[src/pao_pkg.sv]
// Package: constants and types for the pipelined converter output port
// Functional notes
// - Pipeline stages advance on both rising and falling sample clock edges.
// - One conversion per sample clock cycle, up to 20 MSPS.
// - Result is straight binary on ten bits, bit 9 most significant.
// - Code saturates at all ones above top, all zeros below bottom.
// - Float control high puts all ten outputs in high impedance.
// - Each sample appears on outputs after 3.5 sample clock cycles.
// - Standby high with clock stopped gives low-power state.
package pao_pkg;
  // ==========================================================
  // Widths and codes
  localparam int          RESULT_W   = 10;
  localparam int          SAMPLE_W   = 12;
  // Pipeline is counted in half cycles: 3.5 cycles = 7 edges
  localparam int          LAT_HALF   = 7;
  localparam int          STAGES     = LAT_HALF - 1;
  localparam logic [RESULT_W-1:0] CODE_MAX = 10'h3FF;
  localparam logic [RESULT_W-1:0] CODE_MIN = 10'h000;
  localparam logic [RESULT_W-1:0] RST_CODE = 10'h000;
  localparam logic [2:0]  FILL_RST   = 3'h0;
  localparam logic [2:0]  FILL_FULL  = 3'h7;
  localparam logic [1:0]  SYNC_LOW   = 2'h0;
  localparam logic [1:0]  SYNC_HIGH  = 2'h3;
  localparam logic [3:0]  IDLE_RST   = 4'h0;
  localparam logic [3:0]  IDLE_LIMIT = 4'hF;
  localparam real         MAX_RATE_MSPS = 20.0;
  localparam int          FLOAT_DELAY_NS = 150;

  // Analog levels as unsigned samples; span bounds set the saturation points
  typedef struct packed {
    logic [SAMPLE_W-1:0] level;
    logic [SAMPLE_W-1:0] top_ref_sense;
    logic [SAMPLE_W-1:0] bottom_ref_sense;
  } pao_analog_s;

  typedef struct packed {
    logic [RESULT_W-1:0] conv_result_bits;
    logic [RESULT_W-1:0] conv_result_oe;
    logic                result_valid;
  } pao_out_s;
endpackage

[src/pao_port.sv]
// Design: pipelined converter digital core with float and standby controls
`timescale 1ns/1ps
`default_nettype none
module pao_port (
  input  wire logic             clock,
  input  wire logic             rstn,
  input  wire logic             sample_clk,
  input  wire pao_pkg::pao_analog_s analog_in,
  input  wire logic             float_request,
  input  wire logic             low_power_request,
  output var  pao_pkg::pao_out_s result,
  output logic                  low_power_active
);
  import pao_pkg::*;

  // ==========================================================
  // Quantiser
  // Straight binary over the span between the two references. The divide
  // only runs for levels strictly inside the span, so the divisor is never
  // zero; a reversed reference pair simply saturates.
  function automatic logic [RESULT_W-1:0] quantise(input pao_analog_s a);
    logic [SAMPLE_W-1:0] span;
    logic [SAMPLE_W+RESULT_W-1:0] num;
    logic [SAMPLE_W+RESULT_W-1:0] q;
    span = '0;
    num  = '0;
    q    = '0;
    if (a.level >= a.top_ref_sense) begin
      quantise = CODE_MAX;
    end else if (a.level <= a.bottom_ref_sense) begin
      quantise = CODE_MIN;
    end else begin
      span = a.top_ref_sense - a.bottom_ref_sense;
      num  = {{RESULT_W{1'b0}}, SAMPLE_W'(a.level - a.bottom_ref_sense)} << RESULT_W;
      q    = num / {{RESULT_W{1'b0}}, span};
      // Midpoint maps to only the top bit set; straight binary, bit 9 MSB
      quantise = (q > {{SAMPLE_W{1'b0}}, CODE_MAX}) ? CODE_MAX : q[RESULT_W-1:0];
    end
  endfunction

  // ==========================================================
  // Input synchronisers
  // Every pin but clock and rstn passes two flops before logic reads it. The analog word is
  // a slow level held by the source around each sample, so a plain
  // two-stage copy is used for it instead of a handshake.
  logic [1:0]  sclk_sync;
  logic [1:0]  float_sync;
  logic [1:0]  low_power_request_sync;
  logic        sclk_prev;
  pao_analog_s analog_meta;
  pao_analog_s analog_sync;

  // Sample clock and standby reset low, matching an idle, awake part
  always_ff @(posedge clock) begin
    if (!rstn) begin
      sclk_sync <= SYNC_LOW;
    end else begin
      sclk_sync <= {sclk_sync[0], sample_clk};
    end
  end

  // Float resets high so the data pins stay released until told otherwise
  always_ff @(posedge clock) begin
    if (!rstn) begin
      float_sync <= SYNC_HIGH;
    end else begin
      float_sync <= {float_sync[0], float_request};
    end
  end

  always_ff @(posedge clock) begin
    if (!rstn) begin
      low_power_request_sync <= SYNC_LOW;
    end else begin
      low_power_request_sync <= {low_power_request_sync[0], low_power_request};
    end
  end

  // References travel with the level, so each sample sees one fixed span
  always_ff @(posedge clock) begin
    if (!rstn) begin
      analog_meta <= '0;
      analog_sync <= '0;
    end else begin
      analog_meta <= analog_in;
      analog_sync <= analog_meta;
    end
  end

  // ==========================================================
  // Sample clock edges
  // Either edge advances the pipeline; each clock phase must last at
  // least one core clock or an edge is lost
  always_ff @(posedge clock) begin
    if (!rstn) begin
      sclk_prev <= 1'b0;
    end else begin
      // Resets to the idle level of the pin, so no false edge follows reset
      sclk_prev <= sclk_sync[1];
    end
  end

  logic edge_any;
  logic edge_rise;
  logic advance;
  logic take_sample;

  assign edge_any    = sclk_sync[1] ^ sclk_prev;
  assign edge_rise   = sclk_sync[1] & ~sclk_prev;
  assign advance     = edge_any & ~low_power_active;
  // Rising edges alone take new samples; falling edges only shift
  assign take_sample = advance & edge_rise;

  // ==========================================================
  // Standby
  // Entered only with the request high and no sample edge for a while,
  // since a running clock keeps the pipeline busy. Fifteen quiet clocks
  // is the limit: a sample clock slower than that is taken as stopped.
  logic [3:0] idle_cnt;

  always_ff @(posedge clock) begin
    if (!rstn) begin
      idle_cnt <= IDLE_RST;
    end else if (edge_any || !low_power_request_sync[1]) begin
      idle_cnt <= IDLE_RST;
    end else if (idle_cnt != IDLE_LIMIT) begin
      idle_cnt <= idle_cnt + 4'h1;
    end
  end

  // Code and pipeline freeze in standby; words taken before it are kept
  // and come out first once the clock runs again
  assign low_power_active = low_power_request_sync[1] && (idle_cnt == IDLE_LIMIT);

  // ==========================================================
  // Half-cycle pipeline
  // The first stage converts on a rising edge and holds through the
  // falling one; the others move on every edge. Seven registers from
  // sampling to the output make the latency seven half cycles.
  logic [RESULT_W-1:0] stage0;
  logic [RESULT_W-1:0] pipe [STAGES];
  logic [2:0]          fill;

  always_ff @(posedge clock) begin
    if (!rstn) begin
      stage0 <= RST_CODE;
    end else if (take_sample) begin
      stage0 <= quantise(analog_sync);
    end
  end

  // Reset fills the chain with the zero code; the valid flag hides it
  always_ff @(posedge clock) begin
    if (!rstn) begin
      for (int i = 0; i < STAGES; i++) begin
        pipe[i] <= RST_CODE;
      end
    end else if (advance) begin
      pipe[0] <= stage0;
      for (int i = 1; i < STAGES; i++) begin
        pipe[i] <= pipe[i-1];
      end
    end
  end

  // Counts edges since reset or standby; a word is trusted once the
  // pipeline has been refilled end to end
  always_ff @(posedge clock) begin
    if (!rstn) begin
      fill <= FILL_RST;
    end else if (low_power_active) begin
      fill <= FILL_RST;
    end else if (edge_any && fill != FILL_FULL) begin
      fill <= fill + 3'h1;
    end
  end

  // ==========================================================
  // Output registers
  // Code and valid move only on sample edges, so the capture side sees
  // each word stand for a whole clock phase
  logic [RESULT_W-1:0] out_code;
  logic                out_valid;

  always_ff @(posedge clock) begin
    if (!rstn) begin
      out_code <= RST_CODE;
    end else if (advance) begin
      out_code <= pipe[STAGES-1];
    end
  end

  always_ff @(posedge clock) begin
    if (!rstn) begin
      out_valid <= 1'b0;
    end else if (advance) begin
      out_valid <= (fill == FILL_FULL);
    end
  end

  // ==========================================================
  // Pin drive
  // Float control releases all ten data pins regardless of code. The
  // code register keeps running, so data is current when driven again;
  // while floated, valid reads low even with a full pipeline.
  logic drive_on;

  assign drive_on = ~float_sync[1];

  always_comb begin
    result.conv_result_bits = out_code;
    result.conv_result_oe   = drive_on ? {RESULT_W{1'b1}} : '0;
    result.result_valid     = out_valid && drive_on;
  end
endmodule
`default_nettype wire

[config.mk]
export PLATFORM = sky130hd
export DESIGN_NAME = pao_port
export DESIGN_NICKNAME = d
export VERILOG_FILES = /design/src/pao_pkg.sv /design/src/pao_port.sv
export SDC_FILE = /design/constraint.sdc
export NUM_CORES = 1
export LEC_CHECK = 0
export ABC_AREA = 0
export BUFFER_PORTS_ARGS = -buffer_cell sky130_fd_sc_hd__buf_2
export CORE_MARGIN = 5
export CORE_UTILIZATION = 50
export DETAILED_ROUTE_END_ITERATION = 8
export PLACE_DENSITY = 0.66
export SLEW_MARGIN = 0
export SYNTH_ARGS = -nofsm -noshare
export SYNTH_HDL_FRONTEND = slang
export SYNTH_SLANG_ARGS = --single-unit
[constraint.sdc]
create_clock -name clock -period 58.4 [get_ports clock]
set_clock_uncertainty 0.05 [all_clocks]
set_input_delay 2.92 -clock clock [delete_from_list [all_inputs] [get_ports clock]]
set_output_delay 2.92 -clock clock [all_outputs]
set_load 0.01 [all_outputs]
Yosys cells after proc, flatten, opt, wreduce, memory -nomap -nowiden

Memory sizes are Yosys's and may differ from the RTL's. A register that Yosys moved wholly into a read port is not among the register bits.
Index checks and enable logic that the tools add are counted.

Flip-flop bits (word level): 97
RAM bits: 60
Input bits: 41
Output and inout bits: 22
Word-level logic and storage cells: 63
Memories kept: 1

Memory list:

| memory | depth | bits a word | rd ports | clocked after Yosys merged registers in | write ports | line            | source |
|---|---|---|---|---|---|---|---|
| pipe   | 6     | 10          | 6        | 1                                       | 6           | pao_port.sv:141 | `logic [RESULT_W-1:0] pipe [STAGES];` |

Add/subtract/negate cells: 4
Divide/modulo/power cells: 1
$lt $le $gt $ge: 3
Eq/ne operators: 4
Multiplexer cells: 14
Bitwise operators: 14
Reductions and logical operators: 8

Operators by type and width:

| kind                 | number |
|---|---|
| $mux 10              | 10 |
| $sub 12x12->12       | 2 |
| $div 22x12->22       | 1 |
| $gt 22x10->1 const B | 1 |
| $ge 12x12->1         | 1 |
| $le 12x12->1         | 1 |
| $or 1x1->1           | 6 |
| $add 4x1->4 const B  | 1 |
| $eq 4x4->1 const B   | 1 |
| $mux 1               | 4 |
| $ne 4x4->1 const B   | 1 |
| $not 1->1            | 4 |
| $reduce_or 2->1      | 2 |
| $add 3x1->3 const B  | 1 |
| $and 1x1->1          | 3 |
| $eq 3x3->1 const B   | 1 |
| $logic_and 1x1->1    | 3 |
| $ne 3x3->1 const B   | 1 |
| $logic_not 1->1      | 2 |
| $logic_or 1x1->1     | 1 |
| $xor 1x1->1          | 1 |

Longest topological paths before layout

Gate-level depths: netlist (run 1).

Word-level depth: 8
Mapped depth: 279
Gate-level depth less buffers: 258

Worst setup path after synthesis (run 1)

No wires, ideal clock.

Kind: register to register
Start point: reg analog_sync[12] in the netlist's numbering
End point: reg stage0[0]
Setup time: 0.126 ns
Data arrival time: 51.276 ns
Required time: 58.224 ns
Slack: 6.948 ns
Cell stages (with the launch flop): 270
Period minus slack after synthesis: 51.452 ns
Cell sequence: dfxtp_1 -> inv_1 -> ha_1 -> inv_1 -> fa_1 -> a211oi_2 -> o21ai_1 -> xnor2_1 -> o211ai_1 -> nor2_4 -> nand4_1 -> nor2_1 -> mux2i_1 -> ha_1 -> o21a_1 -> o21ai_0 -> nor2_1 -> mux2_2 -> (+234 left out) -> a21o_1 -> nor4_1 -> a21oi_1 -> nor4_2 -> and3_1 -> buf_2 -> nand2_1 -> o21ai_1 -> ha_1 -> a21o_1 -> a21o_1 -> a21oi_1 -> nor2b_1 -> o21ai_0 -> nand3_1 -> a2111o_1 -> a2111oi_2 -> a21oi_1

Word-level cells in the longest chain between the ends: 6
Elaborated cells on any way between the ends: 7

RTL lines:

| element                  | line            | source |
|---|---|---|
| start: declaration       | pao_port.sv:51  | `pao_analog_s analog_sync;` |
| start signal: assignment | pao_port.sv:86  | `analog_sync <= analog_meta;` |
| $sub 12x12->12           | pao_port.sv:33  | `span = a.top_ref_sense - a.bottom_ref_sense;` |
| $div 22x12->22           | pao_port.sv:35  | `q = num / {{RESULT_W{1'b0}}, span};` |
| $gt 22x10->1             | pao_port.sv:37  | `quantise = (q > {{SAMPLE_W{1'b0}}, CODE_MAX}) ? CODE_MAX : q[RESULT_W-1:0];` |
| $mux 10                  | pao_port.sv:37  |  |
| $mux 10                  | pao_port.sv:30  | `end else if (a.level <= a.bottom_ref_sense) begin` |
| $mux 10 *                | pao_port.sv:28  | `if (a.level >= a.top_ref_sense) begin` |
| end signal: assignment   | pao_port.sv:148 | `stage0 <= quantise(analog_sync);` |
| end: declaration         | pao_port.sv:140 | `logic [RESULT_W-1:0] stage0;` |

Mark *: on every way between the ends. The rest lies on a longest branch, timed or not.
A chain may end at the register's enable or synchronous reset.

Worst setup path in the final report (run 1)

Start point: reg analog_sync[0] in the netlist's numbering
End point: reg stage0[0]

Word-level cells in the longest chain between the ends: 6
Elaborated cells on any way between the ends: 8

RTL lines:

| element                                  | line |
|---|---|
| $sub 12x12->12, on equally long branches | pao_port.sv:34, pao_port.sv:33 |
| $div 22x12->22                           | pao_port.sv:35 |
| $gt 22x10->1                             | pao_port.sv:37 |
| $mux 10                                  | pao_port.sv:37 |
| $mux 10 *                                | pao_port.sv:30 |
| $mux 10 *                                | pao_port.sv:28 |

Marks and branches as above.

==> summary.txt, run 1 <==
Worst setup path
  • Critical path fanouts, max: 26
  • CP peak stage delay: 0.55 ns
  • Crit-path most repeated cell: o21ai_0
  • CP required: 58.65 ns
  • Worst reg-to-reg path cell count: 253
  • Type of element launching the critical path: flop
  • Slowest cell on the critical path: o41ai_1
  • Capturing element type of the critical path: flop
  • Worst setup path class: reg2reg
  • Data arrival time of the critical path: 54.04 ns

Finish
  • Count of nets after finishing: 2634
  • Post-Route Utilization: 0.5473
  • Most common cell after layout, fill and taps aside: ha_1
  • Layout cells sized above 1: 0.1242
  • Layout area overhead: 8.040%
  • Number of antenna repair diodes: 0
  • Multi-input logic area: 0.01449 mm^2
  • Area taken by flip-flops and latches: 0.003944 mm^2
  • Commonest cells after routing, fill and taps aside: ha_1, a21oi_1, nor2_1, and2_1, nand2_1
  • Filler Cell Count: 3487

Yosys
  • Sequential share of the synthesized area: 0.2067
  • Synth Warn #: 0
  • Number of unique standard cell types used by synthesis: 111
  • Cells after Synth: 2333
  • Seq cells post-synth: 167
  • Flip-flop cell with the highest count after synthesis: dfxtp_1
  • Share of synthesized flip-flops with an asynchronous set or reset: 0
  • Cell area after synthesis: 0.01908 mm^2
  • Synthesized netlist net count: 2604
  • Mean cell area of the mapped netlist: 8.178 um^2
  • Post-synth EDFFs: 60

STA
  • Maximum clock rate: 0.01859 GHz
  • Tmin final: 53.78 ns
  • Total Neg Setup Slack: 0 ns
  • Post-route worst hold slack: 0.3615 ns
  • Worst slew margin relative to its limit: 0.4469
  • Unrepaired setup endpoints after global routing: no
  • Fin crit share: 0.9209
  • Slew of the pin with the lowest slew margin: 0.8226 ns
  • Max-slew violation total from the final report: 0
  • Finish-stage setup viols: 0
  • Number of hold violations in the final report: 0
  • Setup ws final: 4.617 ns

Worst hold path
  • Path type of the worst min-delay path: reg2reg
  • WHS Path Cells: 1

Detailed routing
  • WL per Instance: 18.27 um
  • Routed vias: 17570
  • Antenna violation net count after detailed routing: 0
  • Number of iterations in the first detailed-routing pass: 6
  • Via-per-instance ratio: 6.086
  • Total length of routed wires: 52760 um
  • Iteration-0 DRC Markers: 1301
  • DRC violation count after routing: 0

Place
  • Gpl congestion: 0.9844
  • Detailed placer's ending HPWL: 40040 um
  • Port Buf Inserts: 62
  • Worst setup slack before clock tree synthesis: 1.211 ns

Run
  • Count of maximum capacitance violations: 0

Clock tree
  • Number of buffers created by CTS: 17
  • Root Driver: clkbuf_16
  • Clock slew at the register clock pins of the worst setup and hold paths: 0.06 ns
  • CTS tree: yes
  • Count of hold-fix buffers inserted at cts: 0
  • CTS max path bufs: 2
  • Number of clock sinks: 167
  • Skew-Pair Late Insertion Delay: 0.42 ns
  • Clock H-tree levels: 4

Die
  • Std-Cell Core Area: 0.03767 mm^2
  • Starting utilization of the core area: 0.5065
  • Die W: 205.3 um
  • Number of placed I/O pins: 63
  • Area of the die: 0.04217 mm^2
  • Placement Rows: 71
  • Height of the die: 205.3 um

Global routing
  • Antenna violations before repair: 0
  • Maximum number of pins on one net before global-route repair: 93
  • Total routing resource utilization after global routing: 0.2421
  • Wire length of the first global-routing pass: 84570 um
  • Via count of the first global-routing pass: 16772
  • Final global-route overflow total: 0

Status
  • Result of the run: finished clean
per-layer routing:
metal  track usage  routed length, um  up-vias
li1              -                  -     8715
met2        0.3979              23520      539
met1        0.3348              24880     8206
met3       0.02017               2813      110
met4       0.08589               1539        0
met5             0                  0        -
registers in the layout (all words and copies together) (netlist names):
name,cells
analog_sync,36
sclk_sync,2
analog_meta,36
idle_cnt,4
out_code,10
out_valid,1
sclk_prev,1
stage0,10
fill,3
pipe,60
low_power_request_sync,2
float_sync,2
critical path, delay by kind of cell, from the launching register on:
family / cells / cell delay (ns)
multiplexers: 10 / 3.00
AO/OA/AOI/OAI: 130 / 26.65
AND/OR/NAND/NOR: 78 / 13.92
flip-flops: 1 / 0.35
XOR/XNOR: 1 / 0.17
adder cells (fa/ha/maj): 24 / 7.47
buffers and inverters: 10 / 1.94
through the flow:
step                      area, um^2  cells
final                          20610   2887
after global routing           20610   2887
after CTS                      20420   2883
after detailed placement       19870   2851
after global placement         19870   2851
after floorplan                19080   2333
synthesized netlist by cell type, drive strengths merged, types with 32 or more instances:
master	n	area, um^2
xnor2	93	814.5
ha	227	2840
a21o	76	570.6
nand4	37	231.5
o21a	46	345.3
nor2	165	631.9
o21ai	135	683.2
nand3	37	195.2
inv	128	480.5
edfxtp	60	1802
and2	157	982.2
clkbuf	48	180.2
xor2	41	359.1
nand2	146	558.0
nor3	68	361.6
mux2i	32	340.3
dfxtp	107	2142
a21oi	175	879.6
mux2	60	675.7
layout make-up:
class                           instances  area share
Sequential cell                       167      0.1913
Clock buffer                           18     0.02082
Multi-Input combinational cell       1961      0.7028
Clock inverter                         14    0.006313
Timing Repair Buffer                   87     0.02416
Inverter                              129     0.02361
Tap cell                              511     0.03102
cells by family after synthesis:
group	share of synthesized area
buffers and inverters	0.04453
XOR/XNOR	0.06269
AO/OA/AOI/OAI	0.2646
flip-flops	0.2067
adder cells (fa/ha/maj)	0.1520
multiplexers	0.05325
AND/OR/NAND/NOR	0.2162
final timing paths:
kind,startpoint,slack [ns],endpoint
worst max-delay path,analog_sync[0]$_SDFF_PN0_,4.62,stage0[0]$_SDFFE_PN0P_
worst min-delay path,float_sync[0]$_SDFF_PN1_,0.36,float_sync[1]$_SDFF_PN1_
worst max register to register,analog_sync[0]$_SDFF_PN0_,4.62,stage0[0]$_SDFFE_PN0P_
worst min register to register,float_sync[0]$_SDFF_PN1_,0.36,float_sync[1]$_SDFF_PN1_
what timing repair did:
item	CTS	global route
endpoints found under the setup margin	0	2
setup buffers	0	4
gates resized for setup	0	38
Power of run 1 is not shown: default switching activity piles up to over one toggle a cycle in this logic, so the estimate is an artifact.
==> run 2, diff against run 1 <==
Settings changed: PLACE_DENSITY 0.66 to 0.69.
Clock period 58.4 ns to 47.2 ns, I/O delays scaled along.
==> run 2 against run 1 <==
- die area did not move
- fmax grew 19%
- cell count rose by 5.2%
- cell area up 11%
- setup slack lost 2.7 ns
- critical path depth rose by 7
- clock-buffer cell count increased by 9
- critical endpoint unchanged
- highest routed layer unchanged
==> summary.txt, run 2 (synthesis results as in run 1) <==
Run
  • Count of maximum capacitance violations: 0 (unchanged)

Detailed routing
  • Number of iterations in the first detailed-routing pass: 6 (unchanged)
  • Routed vias: 18678 (+6.3%)
  • Iteration-0 DRC Markers: 1394 (+7.1%)
  • Total length of routed wires: 58120 um (+10%)
  • Wire length on met1: 26020 um (+4.6%)
  • Met3 layer wire length in the routed design: 3499 um (+24%)
  • Antenna violation net count after detailed routing: 0 (unchanged)
  • Routed length on met2: 26990 um (+15%)
  • DRC violation count after routing: 0 (unchanged)
  • Via-per-instance ratio: 6.152 (+1.1%)
  • Top sig layer: met4
  • WL per Instance: 19.14 um (+4.7%)

Finish
  • Commonest cells after routing, fill and taps aside: ha_1, buf_4, and2_1, a21oi_1, nor2_1
  • Post-Route Utilization: 0.6061 (+0.05883)
  • Count of nets after finishing: 2783 (+5.7%)
  • Number of antenna repair diodes: 0 (unchanged)
  • Layout area overhead: 19.65%
  • Most common cell after layout, fill and taps aside: ha_1
  • Layout cells sized above 1: 0.2297 (+0.1055)
  • Register with the most flip-flops: pipe
  • Number of standard cells in the final layout excluding fillers: 3036 (+5.2%)
  • Number of flip-flops in the largest register: 60 (unchanged)
  • Largest regs: pipe: 60 flops, analog_meta: 36 flops, analog_sync: 36 flops

Place
  • Port Buf Inserts: 62 (unchanged)
  • Detailed placer's ending HPWL: 42690 um (+6.6%)
  • Instance count after placement with tap cells included: 2935 (+2.9%)
  • Gpl congestion: 0.9678 (-1.7%)

Worst setup path
  • Capturing element type of the critical path: flop
  • Worst setup path class: reg2reg
  • Type of element launching the critical path: flop
  • CP required: 47.44 ns (-11.21 ns)
  • CP peak stage delay: 0.45 ns (-0.10 ns)
  • Data arrival time of the critical path: 45.55 ns (-8.49 ns)
  • CP Buf/Inv Count: 14 (+4)
  • Critical path fanouts, max: 8 (-69%)
  • Critical path's top delay family: compound AO/OA/AOI/OAI gates
  • Slowest cell on the critical path: a311o_2

Die
  • Area of the die: 0.04217 mm^2 (unchanged)
  • Number of placed I/O pins: 63 (unchanged)
  • Height of the die: 205.3 um (unchanged)
  • Std-Cell Core Area: 0.03767 mm^2 (unchanged)
  • Placement Rows: 71 (unchanged)
  • Starting utilization of the core area: 0.5065 (unchanged)
  • Die W: 205.3 um (unchanged)

STA
  • Tmin final: 45.31 ns (-8.474 ns)
  • Unrepaired setup endpoints after global routing: yes
  • Slew of the pin with the lowest slew margin: 1.200 ns (+0.3776 ns)
  • Fin crit share: 0.9599 (+0.03899)
  • Finish-stage setup viols: 0 (unchanged)
  • Maximum clock rate: 0.02207 GHz (+19%)
  • Total Neg Setup Slack: 0 ns (unchanged)
  • Number of hold violations in the final report: 0 (unchanged)
  • Max-slew violation total from the final report: 0 (unchanged)
  • Worst slew margin relative to its limit: 0.1956 (-0.2514)

Clock tree
  • Number of buffers created by CTS: 17 (unchanged)
  • Number of clock sinks: 167 (unchanged)
  • Skew-Pair Late Insertion Delay: 0.41 ns (about the same)
  • CTS tree: yes
  • Clock slew at the register clock pins of the worst setup and hold paths: 0.06 ns (about the same)
  • Count of hold-fix buffers inserted at cts: 0 (unchanged)
  • CTS max path bufs: 2 (unchanged)
  • Clock H-tree levels: 4 (unchanged)
  • Root Driver: clkbuf_16

Global routing
  • Wire length of the first global-routing pass: 90310 um (+6.8%)
  • Antenna violations before repair: 1 (+1)
  • Maximum number of pins on one net before global-route repair: 93 (unchanged)
  • Via count of the first global-routing pass: 17590 (+4.9%)
  • Total routing resource utilization after global routing: 0.2599 (+0.01781)
  • Final global-route overflow total: 0 (unchanged)

Worst hold path
  • Path type of the worst min-delay path: reg2reg

Status
  • Result of the run: finished clean
## run 2: changes by cell type in the layout (fill, tap and decap cells not counted), moves of 17 or more
cell,delta
a21oi_2,+19
ha_1,-31
ha_4,+27
o21ai_0,-33
buf_4,+143
o21ai_2,+17
a21oi_1,-21
## run 2: final timing paths
path | startpoint | to | slack, ns | depth (start not counted)
setup / recovery | analog_sync[6]$_SDFF_PN0_ | stage0[0]$_SDFFE_PN0P_ | 1.89 | 260
hold / removal | float_sync[0]$_SDFF_PN1_ | float_sync[1]$_SDFF_PN1_ | 0.37 | 1
setup reg to reg | analog_sync[6]$_SDFF_PN0_ | stage0[0]$_SDFFE_PN0P_ | 1.89 | 260
hold reg to reg | float_sync[0]$_SDFF_PN1_ | float_sync[1]$_SDFF_PN1_ | 0.37 | 1
## run 2: layer usage
layer / GRT usage / vias to the layer above
met1: 0.3519 / 8823
met2: 0.4419 / 681
met3: 0.02648 / 139
li1: - / 9035
met4: 0.07368 / 0
met5: 0 / -
## run 2: cell type report
class                           instances  area [um^2]
Sequential cell                       167         3944
Tap cell                              511        639.4
Fill cell                            3267        14840
Timing Repair Buffer                  236         1639
Inverter                              129        484.2
Clock buffer                           27        514.2
Multi-Input combinational cell       1961        15550
Clock inverter                          5        61.31
## run 2: worst reg2reg max path: cells and delay by family (launching register included)
family,cells,cell delay (ns)
flops,1,0.31
simple gates,80,11.61
fa+ha+maj,24,6.51
compound gates,132,22.17
mux,10,2.70
buf+inv,14,1.82
## run 2: what timing repair did
action | 4_1_cts | 5_1_grt
resized for setup | 45 | 184
buffers inserted | 18 | 51
pin swaps | 15 | 121
setup endpoints to repair | 2 | 2
## run 2: per-stage QoR
step | worst slack, ns | hold WS [ns] | cell area [um^2]
3_5_place_dp | -2.112 | 0.3558 | 20650
2_1_floorplan | 0.01085 | 0.3363 | 19290
6_report | 1.891 | 0.3689 | 22830
5_1_grt | -0.8399 | 0.3938 | 22830
3_3_place_gp | -0.6489 | 0.3504 | 20650
4_1_cts | 0.04665 | 0.3758 | 21540
Power of run 2 is left out for the same reason.
